<file path="src/hw/tcs_pkg.sv">
// Purpose: shared constants for the thermal cluster and ground loss supervisor
// Assumes: pclk at 100 MHz, APB register access with 32-bit data
// Notes:   timing counts derive from times in their own units
package tcs_pkg;
  // ------------------------------------------------------------
  // clock and structure
  // ------------------------------------------------------------
  localparam int CLK_NS      = 10;
  localparam int NCL         = 6;
  localparam int NWAKE       = 4;
  localparam int GLOBAL_CL   = 5;  // cluster 6, index 5
  localparam int OUT16_CL    = 2;  // cluster 3 feeds output one and six
  // ------------------------------------------------------------
  // register map and fields
  // ------------------------------------------------------------
  localparam logic [7:0] OFF_CFG    = 8'h00;
  localparam logic [7:0] OFF_STAT   = 8'h04;
  localparam logic [7:0] OFF_MASK   = 8'h08;
  localparam logic [7:0] OFF_TCODE0 = 8'h10;
  localparam int CFG_POLICY_BIT = 0;
  localparam int CFG_WAKE_LSB   = 8;
  localparam int STAT_SECOND_SHUTDOWN_THRESHOLD_BIT  = 6;
  localparam int STAT_GL_BIT    = 7;
  localparam int STAT_T2SB_BIT  = 8;
  localparam int STAT_W         = 9;
  localparam logic [31:0] RST_CFG  = 32'h0000_0000;
  localparam logic [31:0] RST_MASK = 32'h0000_0000;
  // ------------------------------------------------------------
  // timing and temperature code
  // ------------------------------------------------------------
  localparam int GL_FILTER_NS  = 7000;
  localparam int GL_FILTER_CYC = GL_FILTER_NS / CLK_NS;
  localparam int RESTART_NS    = 1_000_000_000;
  localparam int RESTART_CYC   = RESTART_NS / CLK_NS;
  localparam int WINDOW_S      = 60;
  localparam int MAX_FAILS     = 7;
  localparam int TEMP_OFS      = 350;
  localparam int SCALE_NUM     = 2099; // 1/0.488 scaled by 1024
  localparam int SCALE_SHIFT   = 10;
  typedef enum logic [1:0] {
    ST_ON   = 2'b00,
    ST_COOL = 2'b01,
    ST_SBY  = 2'b10
  } tcs_reg_e;
endpackage

</file>
<file path="src/hw/tcs_gl_filter.sv">
// Purpose: ground difference comparator filter
// Assumes: comparator output synchronous to pclk
// Notes:   one-cycle detect pulse once the level outlasts the filter time
`timescale 1ns/100ps
module tcs_gl_filter (
  // clock and reset
  input  wire logic pclk,
  input  wire logic presetn,
  // comparator and result
  input  wire logic gnd_cmp,
  output logic      gl_detect
);
  localparam logic [10:0] FCYC = 11'(tcs_pkg::GL_FILTER_CYC);
  logic [10:0] cnt;

  // count consecutive high cycles, saturate past the filter time
  always_ff @(posedge pclk or negedge presetn) begin
    if (!presetn) begin
      cnt <= 11'h000;
    end else if (!gnd_cmp) begin
      cnt <= 11'h000;
    end else if (cnt <= FCYC) begin
      cnt <= cnt + 11'h001;
    end
  end

  // fire once, on the first cycle beyond the filter time
  always_ff @(posedge pclk or negedge presetn) begin
    if (!presetn) begin
      gl_detect <= 1'b0;
    end else begin
      gl_detect <= gnd_cmp && (cnt == FCYC);
    end
  end

  AST_GL_RESTART: assert property (@(posedge pclk) disable iff (!presetn)
    !gnd_cmp |=> cnt == 11'h000 && !gl_detect)
    else $error("filter count not restarted on low comparator");
  AST_GL_FILTER: assert property (@(posedge pclk) disable iff (!presetn)
    $rose(gl_detect) |-> $past(gnd_cmp) && $past(cnt) == FCYC)
    else $error("ground loss declared before filter time");
  COV_GL_GLITCH: cover property (@(posedge pclk) disable iff (!presetn)
    gnd_cmp ##1 !gnd_cmp);
endmodule // tcs_gl_filter

</file>
<file path="src/hw/tcs_supervisor.sv">
// Purpose: thermal cluster shutdown policy, ground loss standby, APB registers
// Assumes: sensor inputs synchronous to pclk, APB slave with zero wait states
// Notes:   shutdown state is the sticky thermal flags; clearing them re-enables loads
`timescale 1ns/100ps
// What this block does
// - six thermal clusters, five local and one global, each with own inputs.
// - per cluster code equals (350 minus temperature) divided by 0.488.
// - policy 0: any first threshold turns off all drivers, pump, auxiliary regulator.
// - primary regulator stays on at first threshold, off at second threshold.
// - standard policy first threshold disables both bus transmitters; receivers stay.
// - policy 1: only the hot cluster's loads switch off.
// - global cluster 6 always causes full standard shutdown.
// - cluster 3 hot in policy 1 turns off output one and six only.
// - comparator high beyond 7 us declares ground loss, forced standby.
// - any enabled wake source leaves forced standby.
// - ground loss flag in status register, readable by host.
// - auxiliary regulator stays off until host clears thermal flag.
// - primary restart after 1 s; 7 failures per minute force standby.
module tcs_supervisor #(
  parameter int SEC_CYC = tcs_pkg::RESTART_CYC
) (
  // clock and reset
  input  wire logic        pclk,
  input  wire logic        presetn,
  // apb slave
  input  wire logic        psel,
  input  wire logic        penable,
  input  wire logic        pwrite,
  input  wire logic [7:0]  paddr,
  input  wire logic [31:0] pwdata,
  output logic [31:0]      prdata,
  output logic             pready,
  output logic             pslverr,
  // sensors, comparator, wake sources
  input  wire logic [5:0]  first_shutdown_threshold_hot,
  input  wire logic        second_shutdown_threshold_hot,
  input  wire logic [59:0] temp_c_flat,
  input  wire logic        gnd_cmp,
  input  wire logic [3:0]  wake_src,
  // load controls
  output logic [4:0]       cluster_off,
  output logic             output_one_off,
  output logic             output_six_off,
  output logic             charge_pump_en,
  output logic             aux_reg_en,
  output logic             primary_reg_en,
  output logic             swbus_tx_en,
  output logic             diffbus_tx_en,
  output logic             bus_rx_only,
  output logic             forced_standby,
  output logic             irq
);
  // ------------------------------------------------------------
  // declarations
  // ------------------------------------------------------------
  localparam logic [31:0] SEC_M1   = 32'(SEC_CYC - 1);
  localparam logic [5:0]  WIN_M1   = 6'(tcs_pkg::WINDOW_S - 1);
  localparam logic [2:0]  FAIL_M1  = 3'(tcs_pkg::MAX_FAILS - 1);
  logic [31:0]             cfg;
  logic [31:0]             mask;
  logic [tcs_pkg::STAT_W-1:0] stat;
  logic [tcs_pkg::STAT_W-1:0] next_stat;
  logic [9:0]              tcode [tcs_pkg::NCL];
  tcs_pkg::tcs_reg_e       state;
  logic [31:0]             cool_cnt;
  logic [31:0]             sec_cnt;
  logic [5:0]              win_sec;
  logic [2:0]              fails;
  logic                    gl_detect;
  logic                    wr_en;
  logic                    rd_setup;
  logic                    addr_ok;
  logic                    policy;
  logic                    global_sd;
  logic                    wake_hit;
  logic                    t2_fail;
  logic                    t2_last;
  logic [5:0]              first_shutdown_threshold;
  logic [31:0]             rd_mux;

  // ------------------------------------------------------------
  // apb access decode
  // ------------------------------------------------------------
  // zero wait states keep the master simple; read data is latched at setup
  assign pready   = 1'b1;
  assign wr_en    = psel && penable && pwrite && addr_ok;
  assign rd_setup = psel && !penable && !pwrite;
  assign addr_ok  = (paddr == tcs_pkg::OFF_CFG) || (paddr == tcs_pkg::OFF_STAT) ||
                    (paddr == tcs_pkg::OFF_MASK) ||
                    (paddr >= tcs_pkg::OFF_TCODE0 && paddr <= tcs_pkg::OFF_TCODE0 + 8'h14 &&
                     paddr[1:0] == 2'b00);
  assign pslverr  = psel && penable && !addr_ok;

  // read multiplexer, unmapped reads return zero
  always_comb begin
    rd_mux = 32'h0000_0000;
    if (paddr == tcs_pkg::OFF_CFG) begin
      rd_mux = cfg;
    end else if (paddr == tcs_pkg::OFF_STAT) begin
      rd_mux = 32'(stat);
    end else if (paddr == tcs_pkg::OFF_MASK) begin
      rd_mux = mask;
    end else if (addr_ok) begin
      rd_mux = 32'(tcode[3'(paddr[4:2] - 3'h4)]);
    end
  end

  // read data register
  always_ff @(posedge pclk or negedge presetn) begin
    if (!presetn) begin
      prdata <= 32'h0000_0000;
    end else if (rd_setup) begin
      prdata <= rd_mux;
    end
  end

  // configuration and mask registers
  always_ff @(posedge pclk or negedge presetn) begin
    if (!presetn) begin
      cfg  <= tcs_pkg::RST_CFG;
      mask <= tcs_pkg::RST_MASK;
    end else if (wr_en) begin
      if (paddr == tcs_pkg::OFF_CFG) begin
        cfg <= pwdata & 32'h0000_0F01;
      end
      if (paddr == tcs_pkg::OFF_MASK) begin
        mask <= pwdata & 32'h0000_01FF;
      end
    end
  end

  assign policy = cfg[tcs_pkg::CFG_POLICY_BIT];
  assign wake_hit = |(wake_src & cfg[tcs_pkg::CFG_WAKE_LSB +: tcs_pkg::NWAKE]);

  // ------------------------------------------------------------
  // temperature codes, one per cluster
  // ------------------------------------------------------------
  // fixed-point reciprocal avoids a divider; 25 C gives 666
  for (genvar i = 0; i < tcs_pkg::NCL; i++) begin : g_code
    logic signed [10:0] diff;
    logic        [23:0] prod;
    assign diff = 11'(tcs_pkg::TEMP_OFS) - 11'(signed'(temp_c_flat[i*10 +: 10]));
    assign prod = diff[10] ? 24'h00_0000 : 24'(diff) * 24'(tcs_pkg::SCALE_NUM);
    always_ff @(posedge pclk or negedge presetn) begin
      if (!presetn) begin
        tcode[i] <= 10'h000;
      end else begin
        tcode[i] <= 10'(prod >> tcs_pkg::SCALE_SHIFT);
      end
    end
  end

  // ------------------------------------------------------------
  // sticky status and interrupt
  // ------------------------------------------------------------
  // hardware set wins over a same-cycle write-one-to-clear
  always_comb begin
    next_stat = stat;
    if (wr_en && paddr == tcs_pkg::OFF_STAT) begin
      next_stat = stat & ~pwdata[tcs_pkg::STAT_W-1:0];
    end
    next_stat[5:0] = next_stat[5:0] | first_shutdown_threshold_hot;
    next_stat[tcs_pkg::STAT_SECOND_SHUTDOWN_THRESHOLD_BIT] = next_stat[tcs_pkg::STAT_SECOND_SHUTDOWN_THRESHOLD_BIT] | (second_shutdown_threshold_hot && state == tcs_pkg::ST_ON);
    next_stat[tcs_pkg::STAT_GL_BIT] = next_stat[tcs_pkg::STAT_GL_BIT] | gl_detect;
    next_stat[tcs_pkg::STAT_T2SB_BIT] = next_stat[tcs_pkg::STAT_T2SB_BIT] | t2_fail;
  end

  always_ff @(posedge pclk or negedge presetn) begin
    if (!presetn) begin
      stat <= '0;
    end else begin
      stat <= next_stat;
    end
  end

  assign irq  = |(stat & mask[tcs_pkg::STAT_W-1:0]);
  assign first_shutdown_threshold = stat[5:0];

  // ------------------------------------------------------------
  // first threshold shutdown policy
  // ------------------------------------------------------------
  // loads stay off while the flag is set, so clearing it is the restart
  assign global_sd = (!policy && |first_shutdown_threshold) || first_shutdown_threshold[tcs_pkg::GLOBAL_CL] || forced_standby;
  // only the cluster policy spares loads outside the hot cluster
  for (genvar c = 0; c < 5; c++) begin : g_cl
    assign cluster_off[c] = global_sd || (policy && first_shutdown_threshold[c]);
  end
  assign output_one_off = cluster_off[tcs_pkg::OUT16_CL];
  assign output_six_off = cluster_off[tcs_pkg::OUT16_CL];
  assign charge_pump_en = !global_sd;
  assign aux_reg_en     = !global_sd;
  assign swbus_tx_en    = !global_sd;
  assign diffbus_tx_en  = !global_sd;
  assign bus_rx_only    = global_sd;
  assign primary_reg_en = (state == tcs_pkg::ST_ON);
  assign forced_standby = (state == tcs_pkg::ST_SBY);

  // ------------------------------------------------------------
  // ground loss filter
  // ------------------------------------------------------------
  tcs_gl_filter u_gl_filter (
    .pclk      (pclk),
    .presetn   (presetn),
    .gnd_cmp   (gnd_cmp),
    .gl_detect (gl_detect)
  );

  // ------------------------------------------------------------
  // primary regulator restart and forced standby
  // ------------------------------------------------------------
  // the seventh event inside the window gives up and parks in standby
  assign t2_last = (fails == FAIL_M1);
  assign t2_fail = (state == tcs_pkg::ST_ON) && second_shutdown_threshold_hot && t2_last && !gl_detect;

  // regulator state: ground loss wins over everything
  always_ff @(posedge pclk or negedge presetn) begin
    if (!presetn) begin
      state <= tcs_pkg::ST_ON;
    end else if (gl_detect) begin
      state <= tcs_pkg::ST_SBY;
    end else begin
      unique case (state)
        tcs_pkg::ST_ON: begin
          if (t2_fail) begin
            state <= tcs_pkg::ST_SBY;
          end else if (second_shutdown_threshold_hot) begin
            state <= tcs_pkg::ST_COOL;
          end
        end
        tcs_pkg::ST_COOL: begin
          if (cool_cnt == SEC_M1) begin
            state <= tcs_pkg::ST_ON;
          end
        end
        tcs_pkg::ST_SBY: begin
          if (wake_hit) begin
            state <= tcs_pkg::ST_ON;
          end
        end
        default: begin
          state <= tcs_pkg::ST_ON;
        end
      endcase
    end
  end

  // off-time counter for the restart delay
  always_ff @(posedge pclk or negedge presetn) begin
    if (!presetn) begin
      cool_cnt <= 32'h0000_0000;
    end else if (state != tcs_pkg::ST_COOL) begin
      cool_cnt <= 32'h0000_0000;
    end else begin
      cool_cnt <= cool_cnt + 32'h0000_0001;
    end
  end

  // failure count, cleared when the one-minute window expires or while in forced standby
  always_ff @(posedge pclk or negedge presetn) begin
    if (!presetn) begin
      fails   <= 3'h0;
      sec_cnt <= 32'h0000_0000;
      win_sec <= 6'h00;
    end else if (state == tcs_pkg::ST_SBY) begin
      fails   <= 3'h0;
      sec_cnt <= 32'h0000_0000;
      win_sec <= 6'h00;
    end else if (state == tcs_pkg::ST_ON && second_shutdown_threshold_hot && !gl_detect) begin
      fails <= fails + 3'h1;
    end else if (fails != 3'h0) begin
      if (sec_cnt == SEC_M1) begin
        sec_cnt <= 32'h0000_0000;
        if (win_sec == WIN_M1) begin
          win_sec <= 6'h00;
          fails   <= 3'h0;
        end else begin
          win_sec <= win_sec + 6'h01;
        end
      end else begin
        sec_cnt <= sec_cnt + 32'h0000_0001;
      end
    end
  end

  // ------------------------------------------------------------
  // assertions and covers
  // ------------------------------------------------------------
  AST_STD_ALL_OFF: assert property (@(posedge pclk) disable iff (!presetn)
    !policy && first_shutdown_threshold_hot != 6'h00 && !wr_en |=> !charge_pump_en && !aux_reg_en && cluster_off == 5'h1F)
    else $error("standard policy did not shut all loads");
  AST_BUS_RX_ONLY: assert property (@(posedge pclk) disable iff (!presetn)
    !policy && first_shutdown_threshold != 6'h00 |-> !swbus_tx_en && !diffbus_tx_en && bus_rx_only)
    else $error("bus transmitters not both off with receive only");
  AST_CLUSTER_ONLY: assert property (@(posedge pclk) disable iff (!presetn)
    policy && !wr_en && first_shutdown_threshold_hot == 6'h04 && first_shutdown_threshold == 6'h00 && state == tcs_pkg::ST_ON && !second_shutdown_threshold_hot && !gl_detect
    |=> output_one_off && output_six_off && !cluster_off[0] && charge_pump_en && primary_reg_en)
    else $error("cluster policy shut the wrong loads");
  AST_GLOBAL_FULL: assert property (@(posedge pclk) disable iff (!presetn)
    first_shutdown_threshold_hot[5] |=> cluster_off == 5'h1F && !aux_reg_en && !swbus_tx_en)
    else $error("global cluster did not force full shutdown");
  AST_PRIMARY_SECOND_SHUTDOWN_THRESHOLD: assert property (@(posedge pclk) disable iff (!presetn)
    state == tcs_pkg::ST_ON && second_shutdown_threshold_hot |=> !primary_reg_en)
    else $error("primary regulator not off at second threshold");
  AST_PRIMARY_KEPT: assert property (@(posedge pclk) disable iff (!presetn)
    primary_reg_en && !second_shutdown_threshold_hot && !gl_detect |=> primary_reg_en)
    else $error("primary regulator dropped without second threshold");
  AST_GL_STANDBY: assert property (@(posedge pclk) disable iff (!presetn)
    gl_detect |=> forced_standby && stat[tcs_pkg::STAT_GL_BIT] && !primary_reg_en)
    else $error("ground loss did not force standby and flag");
  AST_WAKE: assert property (@(posedge pclk) disable iff (!presetn)
    forced_standby && wake_hit && !gl_detect |=> !forced_standby ##0 primary_reg_en)
    else $error("enabled wake did not leave standby");
  AST_AUX_HELD: assert property (@(posedge pclk) disable iff (!presetn)
    first_shutdown_threshold != 6'h00 && (!policy || first_shutdown_threshold[tcs_pkg::GLOBAL_CL]) && !wr_en |=> !aux_reg_en)
    else $error("auxiliary regulator back on with flag set");
  AST_T2_STANDBY: assert property (@(posedge pclk) disable iff (!presetn)
    t2_fail |=> forced_standby && stat[tcs_pkg::STAT_T2SB_BIT])
    else $error("seventh failure did not force standby");
  AST_TCODE: assert property (@(posedge pclk) disable iff (!presetn)
    temp_c_flat[9:0] == 10'h019 |=> tcode[0] == 10'h29A)
    else $error("temperature code wrong at 25 C");
  // flag capture, shared loads, restart and readback
  AST_FLAG_STICKY: assert property (@(posedge pclk) disable iff (!presetn)
    first_shutdown_threshold_hot != 6'h00 |=> (first_shutdown_threshold & $past(first_shutdown_threshold_hot)) == $past(first_shutdown_threshold_hot))
    else $error("first threshold flag not captured");
  AST_AUX_CLUSTER: assert property (@(posedge pclk) disable iff (!presetn)
    policy && !wr_en && !first_shutdown_threshold_hot[tcs_pkg::GLOBAL_CL] && !first_shutdown_threshold[tcs_pkg::GLOBAL_CL] && state == tcs_pkg::ST_ON &&
    !second_shutdown_threshold_hot && !gl_detect |=> aux_reg_en && charge_pump_en && swbus_tx_en)
    else $error("cluster policy switched off shared loads");
  AST_T2_RESTART: assert property (@(posedge pclk) disable iff (!presetn)
    state == tcs_pkg::ST_ON && second_shutdown_threshold_hot && !t2_last && !gl_detect |=> state == tcs_pkg::ST_COOL)
    else $error("early second threshold event did not start a restart");
  AST_RESTART_TIME: assert property (@(posedge pclk) disable iff (!presetn)
    state == tcs_pkg::ST_COOL && cool_cnt == SEC_M1 && !gl_detect |=> primary_reg_en)
    else $error("primary regulator not restarted after off time");
  AST_GL_FLAG_READ: assert property (@(posedge pclk) disable iff (!presetn)
    rd_setup && paddr == tcs_pkg::OFF_STAT |=> prdata[tcs_pkg::STAT_GL_BIT] == $past(stat[tcs_pkg::STAT_GL_BIT]))
    else $error("ground loss flag not readable");
  // covers for the main scenarios
  COV_STD: cover property (@(posedge pclk) disable iff (!presetn) !policy && first_shutdown_threshold_hot[1]);
  COV_CL3: cover property (@(posedge pclk) disable iff (!presetn) policy && first_shutdown_threshold_hot[2]);
  COV_RESTART: cover property (@(posedge pclk) disable iff (!presetn)
    state == tcs_pkg::ST_COOL ##1 state == tcs_pkg::ST_ON);
  COV_T2_SBY: cover property (@(posedge pclk) disable iff (!presetn) t2_fail);
endmodule // tcs_supervisor

</file>
<file path="config.mk">
export PLATFORM = sky130hd
export DESIGN_NAME = tcs_supervisor
export DESIGN_NICKNAME = d
export VERILOG_FILES = /design/src/hw/tcs_pkg.sv /design/src/hw/tcs_gl_filter.sv /design/src/hw/tcs_supervisor.sv
export SDC_FILE = /design/constraint.sdc
export NUM_CORES = 1
export LEC_CHECK = 0
export ABC_AREA = 0
export ABC_CLOCK_PERIOD_IN_PS = 3200
export BUFFER_PORTS_ARGS = -buffer_cell sky130_fd_sc_hd__buf_2
export CELL_PAD_IN_SITES_DETAIL_PLACEMENT = 1
export CELL_PAD_IN_SITES_GLOBAL_PLACEMENT = 1
export CORE_ASPECT_RATIO = 1.5
export CORE_MARGIN = 1.5
export CORE_UTILIZATION = 49
export CTS_BUF_LIST = sky130_fd_sc_hd__clkbuf_8
export DETAILED_ROUTE_END_ITERATION = 10
export PLACE_DENSITY_LB_ADDON = 0.1
export SETUP_SLACK_MARGIN = 0.1
export SLEW_MARGIN = 20
export SYNTH_ARGS = -nofsm -noshare
export SYNTH_HDL_FRONTEND = slang
export SYNTH_HIERARCHICAL = 1
export SYNTH_SLANG_ARGS = --single-unit
</file>
<file path="constraint.sdc">
create_clock -name pclk -period 3.2 [get_ports pclk]
set_input_delay 0.32 -clock pclk [delete_from_list [all_inputs] [get_ports pclk]]
set_output_delay 0.32 -clock pclk [all_outputs]
set_load 0.05 [all_outputs]
</file>
; After elaboration in Yosys (flattened, before gate mapping)
; Cells that the tools add are included.
[totals]
in_bits = 117
output_inout_bits = 49
wordCells = 154
ff_bits = 202
[op_classes]
multipliers = 6
n_eq_ne = 15
n_lt_le_gt_ge = 4
add_sub_neg = 12
muxes = 37
n_reduce_logical = 54
bitwise = 9
[ops]
columns = op, n
row1 = 2-to-1 mux 32 bit, 8
row2 = "multiplier 11 x 13 -> 20 bit, second input constant", 6
row3 = 2-to-1 mux 20 bit, 6
row4 = "subtractor 10 x 10 -> 11 bit, first input constant", 6
row5 = "adder 32 x 1 -> 32 bit, second input constant", 2
row6 = "== test 32 x 27 -> 1 bit, second input constant", 2
row7 = binary-select mux 10 bit (select 3 bit), 1
row8 = 2-to-1 mux 10 bit, 3
row9 = 2-to-1 mux 6 bit, 5
row10 = 2-to-1 mux 11 bit, 2
row11 = logical AND 1 bit, 20
row12 = bitwise AND 9 bit, 2
row13 = 2-to-1 mux 3 bit, 5
row14 = nonzero test 3 bit, 4
row15 = "adder 11 x 1 -> 11 bit, second input constant", 1
row16 = "== test 11 x 10 -> 1 bit, second input constant", 1
row17 = "<= comparator 11 x 10 -> 1 bit, second input constant", 1
row18 = logical OR 1 bit, 10
row19 = 2-to-1 mux 2 bit, 5
row20 = 2-to-1 mux 9 bit, 1
row21 = inverter 9 bit, 1
row22 = AND reduction 3 bit, 3
row23 = OR reduction 9 bit, 1
row24 = "== test 8 x 3 -> 1 bit, second input constant", 1
row25 = other kinds (28), 40

; Depth between registers and ports, before layout
; Gate-level depths: netlist of the first run.
[depth]
ltp_word = 9
depth_mapped = 22
depth_no_buf = 22

; Hierarchy
; The synthesis of the first run kept the hierarchy.
[modules_own_cells]
columns = mod, seq_area_each_um2, n_inst, area_each_um2, cells_each
row1 = tcs_supervisor, 4254.1, 1, 18604.1, 1996
row2 = tcs_gl_filter, 300.3, 1, 706.9, 71

; Worst setup path after synthesis of the first run
; No wires, ideal clock.
[synth_timing]
path_type = input-to-reg
startpoint = in temp_c_flat[10]
endpoint = reg tcode[49] in the netlist's numbering
setup_ns = 0.116
t_required_ns = 3.084
n_path_buf = 0
cell_stages = 20
slack_ns = -2.129
arrival_time_ns = 5.213
path_cell_list = ha_1 a41o_1 and2_1 nor2_1 xor2_1 xnor2_1 ha_1 inv_1 fa_1 fa_1 inv_1 ha_1 ha_1 a21o_1 a21o_1 a2111oi_1 nor3_1 o31a_1 or3_1 o311ai_0
[synth_between]
elab_chain_len = 3
[synth_lines]
columns = element, line
row1 = from (decl), tcs_supervisor.sv:37  ; input wire logic [59:0] temp_c_flat,
row2 = subtractor 10 x 10 -> 11 bit (*), tcs_supervisor.sv:142  ; assign diff = 11'(tcs_pkg::TEMP_OFS) - 11'(signed'(temp_c_flat[i*10 +: 10]));
row3 = multiplier 11 x 13 -> 20 bit, tcs_supervisor.sv:143  ; assign prod = diff[10] ? 24'h00_0000 : 24'(diff) * 24'(tcs_pkg::SCALE_NUM);
row4 = 2-to-1 mux 20 bit (*), tcs_supervisor.sv:143
row5 = net g_code[1].prod[19], tcs_supervisor.sv:141  ; logic [23:0] prod;
row6 = "to (signal, indexed assignment)", tcs_supervisor.sv:148  ; tcode[i] <= 10'(prod >> tcs_pkg::SCALE_SHIFT);
row7 = to (decl), tcs_supervisor.sv:63  ; logic [9:0] tcode [tcs_pkg::NCL];
; Mark *: on every way through the listed nets, which the timed path passes. The rest lies on a longest branch.
; A chain may end at the register's enable or synchronous reset.

; Final worst setup path of the first run
[layout_timing]
startpoint = in temp_c_flat[50]
endpoint = reg tcode[9] in the netlist's numbering
[layout_between]
elab_chain_len = 3
[layout_lines]
columns = element, line
row1 = subtractor 10 x 10 -> 11 bit (*), tcs_supervisor.sv:142
row2 = multiplier 11 x 13 -> 20 bit, tcs_supervisor.sv:143
row3 = 2-to-1 mux 20 bit (*), tcs_supervisor.sv:143
row4 = net g_code[5].prod[19], tcs_supervisor.sv:141
; Marks and branches as above.

==> flow_summary.yaml, run 1 <==
outcome:
  status: "complete, but fails checks"
  violations: "setup timing"
yosys:
  synthTopCellsByArea: "ha_1, dfrtp_1, fa_1, inv_1, xnor2_1"
  synth_edf_count: 0
  ys_ff_latch: 182
  synth_common_cells: "ha_1, inv_1, dfrtp_1, nor2_1, nand2_1"
  synth_warnings: 6
  yosysMostFrequentCell: "ha_1"
  synth_cell_types: 76
  synth_top_cell_area_share_pct: 25.0
  seq_area_frac_synth_pct: 23.6
  synth_flop_cell: "dfrtp_1"
  synth_area_mm2: 0.0193
  synthCells: 2067
  synth_top_cell_by_area: "ha_1"
  synth_async_sr_flop_share_pct: 100
  synth_area_per_cell_um2: 9.34
layout:
  final_layout_size_suffix_gt1_share_pct: 39.9
  area_growth_pct: 42.2
  fin_area_mm2: 0.0275
  layout.nets: 3196
clocking:
  cts_root_buf: "clkbuf_8"
  insertion_delay_ps: 560
  numCtsBuffers: 17
  cts_tree: "built"
  htree_num_levels: 4
  cts.path.max_buffers: 2
  clock_sinks: 182
  path_clk_slew_ps: 110
pwr:
  peakVddDrop_mv: 0.869
  power.density_mw_per_mm2: 923
  p_int_uw: 12800
  switchingPower_uw: 12500
  swShare_pct: 49.3
  leakagePower_uw: 0.0134
  p_clk_share_pct: 7.0
  pwr-share-comb_pct: 80.3
  seq_power_share_pct: 12.8
placement:
  gp_congestion: 0.839
  detailed_place_hpwl_um: 46800
  dpl_cell_area_mm2: 0.0236
  port_buffers: 124
critical_path:
  startpoint_type: "input pin"
  ff2ff_setup_slack_ps: 300
  end_kind: "register"
  cp_max_fo: 3
  r2r_cells: 8
  worst-setup-path-type: "input pin to register"
  critPathArrivalTime_ps: 5490
  required_ps: 3660
  reg2reg_from: "fails[0]"
  crit_start: "temp_c_flat[50]"
  regToRegEndpoint: "sec_cnt[31]"
  cp-endpoint: "tcode[9]"
timing:
  finalWorstPathRequiredPeriod_ps: 5030
  hold_viol: 0
  setup_ws_ps: -1830
  relSlewSlack_pct: 18.2
  hold_slack_ps: 32.0
  rsz0062_at_grt: "true"
  clock.fmax_mhz: 199
  drv_slew: 0
  fin_skew_ps: 36.0
  tightest_slew_ps: 1210
  setup_viol_count_final: 60
  period_share_pct: 157
drt:
  antenna_left: 0
  totalWireLength_um: 97100
  first_pass_iters: 7
  vias: 19992
  wl_per_cell_um: 31.2
  drtIter0Drc: 1595
  drc: 0
  viasPerCell: 6.42
job:
  drv_cap: 0
grt:
  grt_remaining_overflow: 0
  grt_pass1_wl_um: 117000
  grt_max_degree: 76
  grt_pass1_vias: 21324
  grt_usage_pct: 38.0
  antenna_found_initial: 4
min_path:
  min_path_type: "input pin to register"
  whs_path_depth: 2
floorplanning:
  io_pins: 166
  fp.dieArea_mm2: 0.0406
  die_h_um: 246
  die_w_um: 165
  coreArea_mm2: 0.0386
  initial_core_util_pct: 50.0
  row_count: 88
placed cells by master (no fill, tap or decap), drive strengths merged, types with 8 or more instances in the layout:
master    n
fa       90
mux2     28
conb     21
dfrtp   182
nor4     19
or3      22
o31ai    13
and3     33
nand2   121
nor2    157
o21ai    70
a21oi    60
a21boi   11
inv     318
xnor2    85
xor2     80
o211ai    9
buf     547
mux4     10
ha      386
a31oi     8
a22oi    11
nand2b   19
clkbuf   18
and2      9
a21o     16
nor3     43
nor2b    12
nand3    83
nand4    19
worst max-delay path, stage by stage:
cell and delay [ps]:
buf_8 110, ha_4 170, a41oi_4 210, nor2b_2 100, buf_4 160, o31ai_2 240, a22oi_1 150, o22ai_1 300
ha_1 320, ha_1 340, inv_1 150, fa_1 650, inv_1 160, ha_4 280, ha_4 260, ha_4 260
and3_4 150, nand4_1 150, a21oi_2 110, o41a_1 370, or3_4 380, a21oi_2 120
cell families after synthesis:
group | after synthesis | synth area share [%]
compound gates | 256 | 8.93
xor+xnor | 165 | 7.48
fa+ha+maj | 476 | 34.3
buf+inv | 371 | 7.90
flops | 182 | 23.6
mux | 44 | 3.11
other cells | 2 | 0.0389
simple gates | 571 | 14.6
per-layer routing:
layer  wire length, um  track usage [%]
met3              7170             5.08
met5                22                0
met4             11600             28.2
met2             47900             72.4
met1             30500             36.3
repair_timing:
action,CTS,global route
cloned,0,0
setup buffers,62,59
endpoints found under the hold margin,47,0
pin swaps,181,138
endpoints found under the setup margin,60,60
resized for setup,279,203
hold buffers,7,0
through the flow:
step | setup WS, ps | setup TNS [ps] | util, % | power, uW | std cells
2_1_floorplan | -1430 | -60410 | - | 10500 | 2086
3_3_place_gp | -1750 | -81890 | 61.2 | 14200 | 2979
3_5_place_dp | -2000 | -94130 | 61.2 | 15200 | 2979
4_1_cts | -1220 | -52030 | 67.4 | 19700 | 3075
5_1_grt | -1910 | -83820 | 71.1 | 26000 | 3112
6_report | -1830 | -80070 | 71.1 | 25400 | 3113
how the worst min path moves through the flow:
stage,startpoint,end,slack (ps)
floorplan,presetn,cfg[0],20
global placement,presetn,sec_cnt[14],270
detailed placement,presetn,sec_cnt[16],270
CTS,pwdata[9],cfg[9],20
global route,pwdata[11],cfg[11],30
finish,pwdata[10],cfg[10],30
state kept, by name, indices dropped and copies added, names as in the netlist, 6 cells and up:
name and flops:
cool_cnt 32, u_gl_filter/cnt 11, stat 9, tcode 60, mask 9, prdata 12
sec_cnt 32, win_sec 6
final cells by class:
class	instances	area, um2
multi-input cells	1533	16400
fillers	4072	11200
flip-flops and latches	182	4550
repair buffers	555	4290
inverters	314	1180
well taps	495	619
clock buffers	17	234
clock inverters	15	168
diodes	2	5.00
power by group through the flow:
stage	Clock [uW]	Sequential [uW]	Combinational (uW)
2_1_floorplan	0	3020	7470
3_3_place_gp	0	3130	11000
3_5_place_dp	0	3170	12100
4_1_cts	1670	3120	15000
5_1_grt	1820	3230	20900
6_report	1770	3230	20400
(Power assumes the default switching activity.)
==> run 2: changes to the inputs <==
--- a/config.mk
+++ b/config.mk
@@ -10,7 +10,6 @@
 export BUFFER_PORTS_ARGS = -buffer_cell sky130_fd_sc_hd__buf_2
 export CELL_PAD_IN_SITES_DETAIL_PLACEMENT = 1
 export CELL_PAD_IN_SITES_GLOBAL_PLACEMENT = 1
-export CORE_ASPECT_RATIO = 1.5
 export CORE_MARGIN = 1.5
 export CORE_UTILIZATION = 49
 export CTS_BUF_LIST = sky130_fd_sc_hd__clkbuf_8
==> run 2 against run 1 <==
Effect of this change:
- the flow now stops in 5_1_grt
- synthesized cell count unchanged
- synthesized area unchanged
==> flow_summary.yaml, run 2 <==
timing:
  grt-worst-endpoint: "tcode[27]$_DFF_PN0_/D"
  worstEndpointType: "register data pin"
yosys:
  synthCells: 2067
  yosysMostFrequentCell: "ha_1"
  synth_cell_types: 76
  synth_warnings: 6
  synth_flop_cell: "dfrtp_1"
  synth_top_cell_by_area: "ha_1"
  ys_ff_latch: 182
  synth_async_sr_flop_share_pct: 100
  synth_top_cell_area_share_pct: 25.0
  seq_area_frac_synth_pct: 23.6
  synth_area_per_cell_um2: 9.34
  synth_area_mm2: 0.0193
  synthTopCellsByArea: "ha_1, dfrtp_1, fa_1, inv_1, xnor2_1"
  synth_edf_count: 0
  synth_common_cells: "ha_1, inv_1, dfrtp_1, nor2_1, nand2_1"
placement:
  dp_slack_ps: -1980
  port_buffers: 124
  detailed_place_hpwl_um: 46300
  gp_congestion: 0.848
outcome:
  stop_error: "[ERROR GRT-0232] Routing congestion too high. Check the congestion heatmap in the GUI."
  status: "did not finish"
  failing_step: "5_1_grt"
clocking:
  cts.path.max_buffers: 2
  htree_num_levels: 4
  numCtsBuffers: 17
  cts_root_buf: "clkbuf_8"
  clock_sinks: 182
grt:
  grt_max_degree: 91
  grt_remaining_overflow: 23
  antenna_found_initial: 24
  grt_usage_pct: 70.7
floorplanning:
  die_h_um: 202
  io_pins: 166
  initial_core_util_pct: 49.9
  row_count: 72
  die_w_um: 202
## run 2: cell counts after synthesis
Identical to the previous run, type by type.
## run 2: repair_timing
action                                  CTS
pin swaps                               201
hold buffers                              1
resized for setup                       316
hold endpoints to repair                 88
setup buffers                            75
cloned                                    0
endpoints found under the setup margin   60
## run 2: layer usage
| metal | track usage [%] | overflow |
|---|---|---|
| met1 | 66.8 | 0 |
| met2 | 92.7 | 12 |
| met3 | 49.6 | 0 |
| met4 | 80.5 | 11 |
| met5 | 13.6 | 0 |
## run 2: cell families after synthesis
logic type | count (synthesis) | synth area share, %
xor+xnor | 165 | 7.48
buf+inv | 371 | 7.90
flops | 182 | 23.6
simple gates | 571 | 14.6
compound gates | 256 | 8.93
other cells | 2 | 0.0389
fa+ha+maj | 476 | 34.3
mux | 44 | 3.11
## run 2: metrics by stage
stage | TNS, ps | utilization [%] | instances | hold slack (ps) | instance area, um2
CTS | -52350 | 68.1 | 3106 | 3.89 | 26400
detailed placement | -94200 | 61.2 | 3006 | 441 | 23700
global placement | -81850 | 61.2 | 3006 | 436 | 23700
floorplan | -60410 | - | 2086 | 24.4 | 20200
==> run 3: changes to the inputs <==
--- a/config.mk
+++ b/config.mk
@@ -8,14 +8,10 @@
 export ABC_AREA = 0
 export ABC_CLOCK_PERIOD_IN_PS = 3200
 export BUFFER_PORTS_ARGS = -buffer_cell sky130_fd_sc_hd__buf_2
-export CELL_PAD_IN_SITES_DETAIL_PLACEMENT = 1
-export CELL_PAD_IN_SITES_GLOBAL_PLACEMENT = 1
 export CORE_MARGIN = 1.5
-export CORE_UTILIZATION = 49
-export CTS_BUF_LIST = sky130_fd_sc_hd__clkbuf_8
+export CORE_UTILIZATION = 40
 export DETAILED_ROUTE_END_ITERATION = 10
-export PLACE_DENSITY_LB_ADDON = 0.1
-export SETUP_SLACK_MARGIN = 0.1
+export PLACE_DENSITY_LB_ADDON = 0.15
 export SLEW_MARGIN = 20
 export SYNTH_ARGS = -nofsm -noshare
 export SYNTH_HDL_FRONTEND = slang
==> run 3 against run 2 <==
Effect of this change:
- the flow now finishes, with violations (setup timing)
==> flow_summary.yaml, run 3 (synthesis gave the netlist of run 1 again) <==
timing:
  fin_setup_tns_ps: -50750
  relSlewSlack_pct: 50.6
  setup_ws_ps: -1240
  drv_slew: 0
  finalWorstPathRequiredPeriod_ps: 4440
  hold_viol: 0
  rsz0062_at_grt: "true"
  period_share_pct: 139
  setup_viol_count_final: 60
  fin_skew_ps: 11.3
  tightest_slew_ps: 741
  clock.fmax_mhz: 225
floorplanning:
  io_pins: 166
  die_w_um: 223
  row_count: 80
  fp.dieArea_mm2: 0.0496
  initial_core_util_pct: 40.5
  die_h_um: 223
  coreArea_mm2: 0.0476
pwr:
  power.density_mw_per_mm2: 747
  peakVddDrop_mv: 0.435
  leakagePower_uw: 0.0133
critical_path:
  critical_path.cell_chain: "buf_8 > and3_4 > nand3_2 > a21boi_2 > buf_4 > xor2_2 > ha_2 > inv_2 > fa_1 > inv_1 > ha_1 > inv_2 > fa_1 > inv_2 > ha_4 > ha_4 > a2111oi_4 > o21ai_2 > a2111oi_4 > nor4_4 > or3_4 > and3_4 > nor3_2"
  end_kind: "register"
  crit_slowest_cell: "fa_1"
  cp_common_cell: "inv_2"
  cpPeakStageDelay_ps: 520
  worst-setup-path-type: "input pin to register"
  critPathArrivalTime_ps: 4800
  startpoint_type: "input pin"
  cp_num_buf_inv: 6
  required_ps: 3560
  path_delay_family: "adder cells"
  cp_max_fo: 4
grt:
  grt_remaining_overflow: 0
  antenna_found_initial: 3
  grt_usage_pct: 19.4
  met3_usage_pct: 1.84
  gr-usage-met2_pct: 34.9
  grt_pass1_vias: 16808
  gr-usage-met1_pct: 24.7
  grt_max_degree: 76
  grt_pass1_wl_um: 79500
  gr-max-usage-layer: "met2"
outcome:
  violations: "setup timing"
  status: "complete, but fails checks"
layout:
  fillers: 4149
  layout.nets: 3176
  top_register: "tcode"
  largest_reg_flops: 60
  final_layout_size_suffix_gt1_share_pct: 37.8
  fin_area_mm2: 0.0271
  final_common_cell: "buf_4"
  antenna_cells: 0
  final_cell_mix: "buf_4, ha_1, inv_1, dfrtp_1, nor2_1"
  area_growth_pct: 40.5
  largestRegisters: "tcode: 60 flops, cool_cnt: 32 flops, sec_cnt: 32 flops"
drt:
  first_pass_iters: 5
  drtIter0Drc: 649
  vias: 15974
  antenna_left: 0
  viasPerCell: 4.98
  totalWireLength_um: 47200
  wl_per_cell_um: 14.7
  drc: 0
min_path:
  min_path_type: "input pin to register"
clocking:
  numCtsBuffers: 17
  cts_tree: "built"
  htree_num_levels: 4
  cts.path.max_buffers: 2
  cts_root_buf: "clkbuf_16"
  insertion_delay_ps: 440
  clock_sinks: 182
  path_clk_slew_ps: 70
placement:
  dpl_cell_area_mm2: 0.0239
  port_buffers: 124
  detailed_place_hpwl_um: 37500
  gp_congestion: 0.838
job:
  drv_cap: 0
run 3: worst reg2reg max path, delay by kind of cell, from the launching register on:
kind,cells,cell delay (ps)
AOI/OAI and AO/OA,1,320
xor gates and xnor gates,1,160
adders and majority gates,1,180
buffers and inverters,1,80
DFF,1,390
and+or+nand+nor,5,1330
run 3: timing repair:
action	CTS	global route
endpoints found under the setup margin	60	60
resized for setup	232	153
hold buffers	1	0
buffers inserted	53	39
pin swaps	160	139
endpoints found under the hold margin	73	0
run 3: area by class of cell:
class | count | area, um2 | area share [%]
sequential | 182 | 4550 | 16.8
timing repair buffer | 535 | 4020 | 14.8
inverter | 314 | 1180 | 4.36
multi-input combinational | 1533 | 16000 | 59.0
clock buffer | 18 | 429 | 1.58
tap | 615 | 769 | 2.84
clock inverter | 13 | 170 | 0.627
run 3: through the flow:
step	std cells	worst slack (ps)	util, %	hold WS (ps)	total power, uW
after floorplan	2086	-1430	-	24.4	10500
after detailed placement	3108	-1800	50.1	402	14400
after global placement	3108	-1710	50.1	400	14300
after global routing	3210	-1440	56.9	64.8	22200
final	3210	-1240	56.9	76.3	20300
after CTS	3183	-1180	54.7	54.7	19000
run 3: routing by layer:
metal | vias up | share of wire, %
met4 | 2 | 2.1
met1 | 7764 | 45
met5 | - | 0.030
met2 | 163 | 51
li1 | 7991 | -
met3 | 54 | 2.0
run 3: path summary, 6_finish.rpt:
path                                            startpoint     endpoint  slack (ps)  cells past startpoint
setup / recovery                           temp_c_flat[30]    tcode[28]       -1240                     23
hold / removal             first_shutdown_threshold_hot[4]      stat[4]          80                      2
setup reg to reg                                  fails[0]  sec_cnt[30]         610                      9
hold reg to reg                                cool_cnt[0]  cool_cnt[0]         470                      1
max in group asynchronous                          presetn    tcode[12]        1910                      3
min in group asynchronous                          presetn  sec_cnt[21]         470                      2
run 3: report_power, final:
part           switching (uW)  internal [uW]  total [uW]
Combinational            7100           7870       15000
Clock                     962           1240        2200
Sequential                258           2840        3100
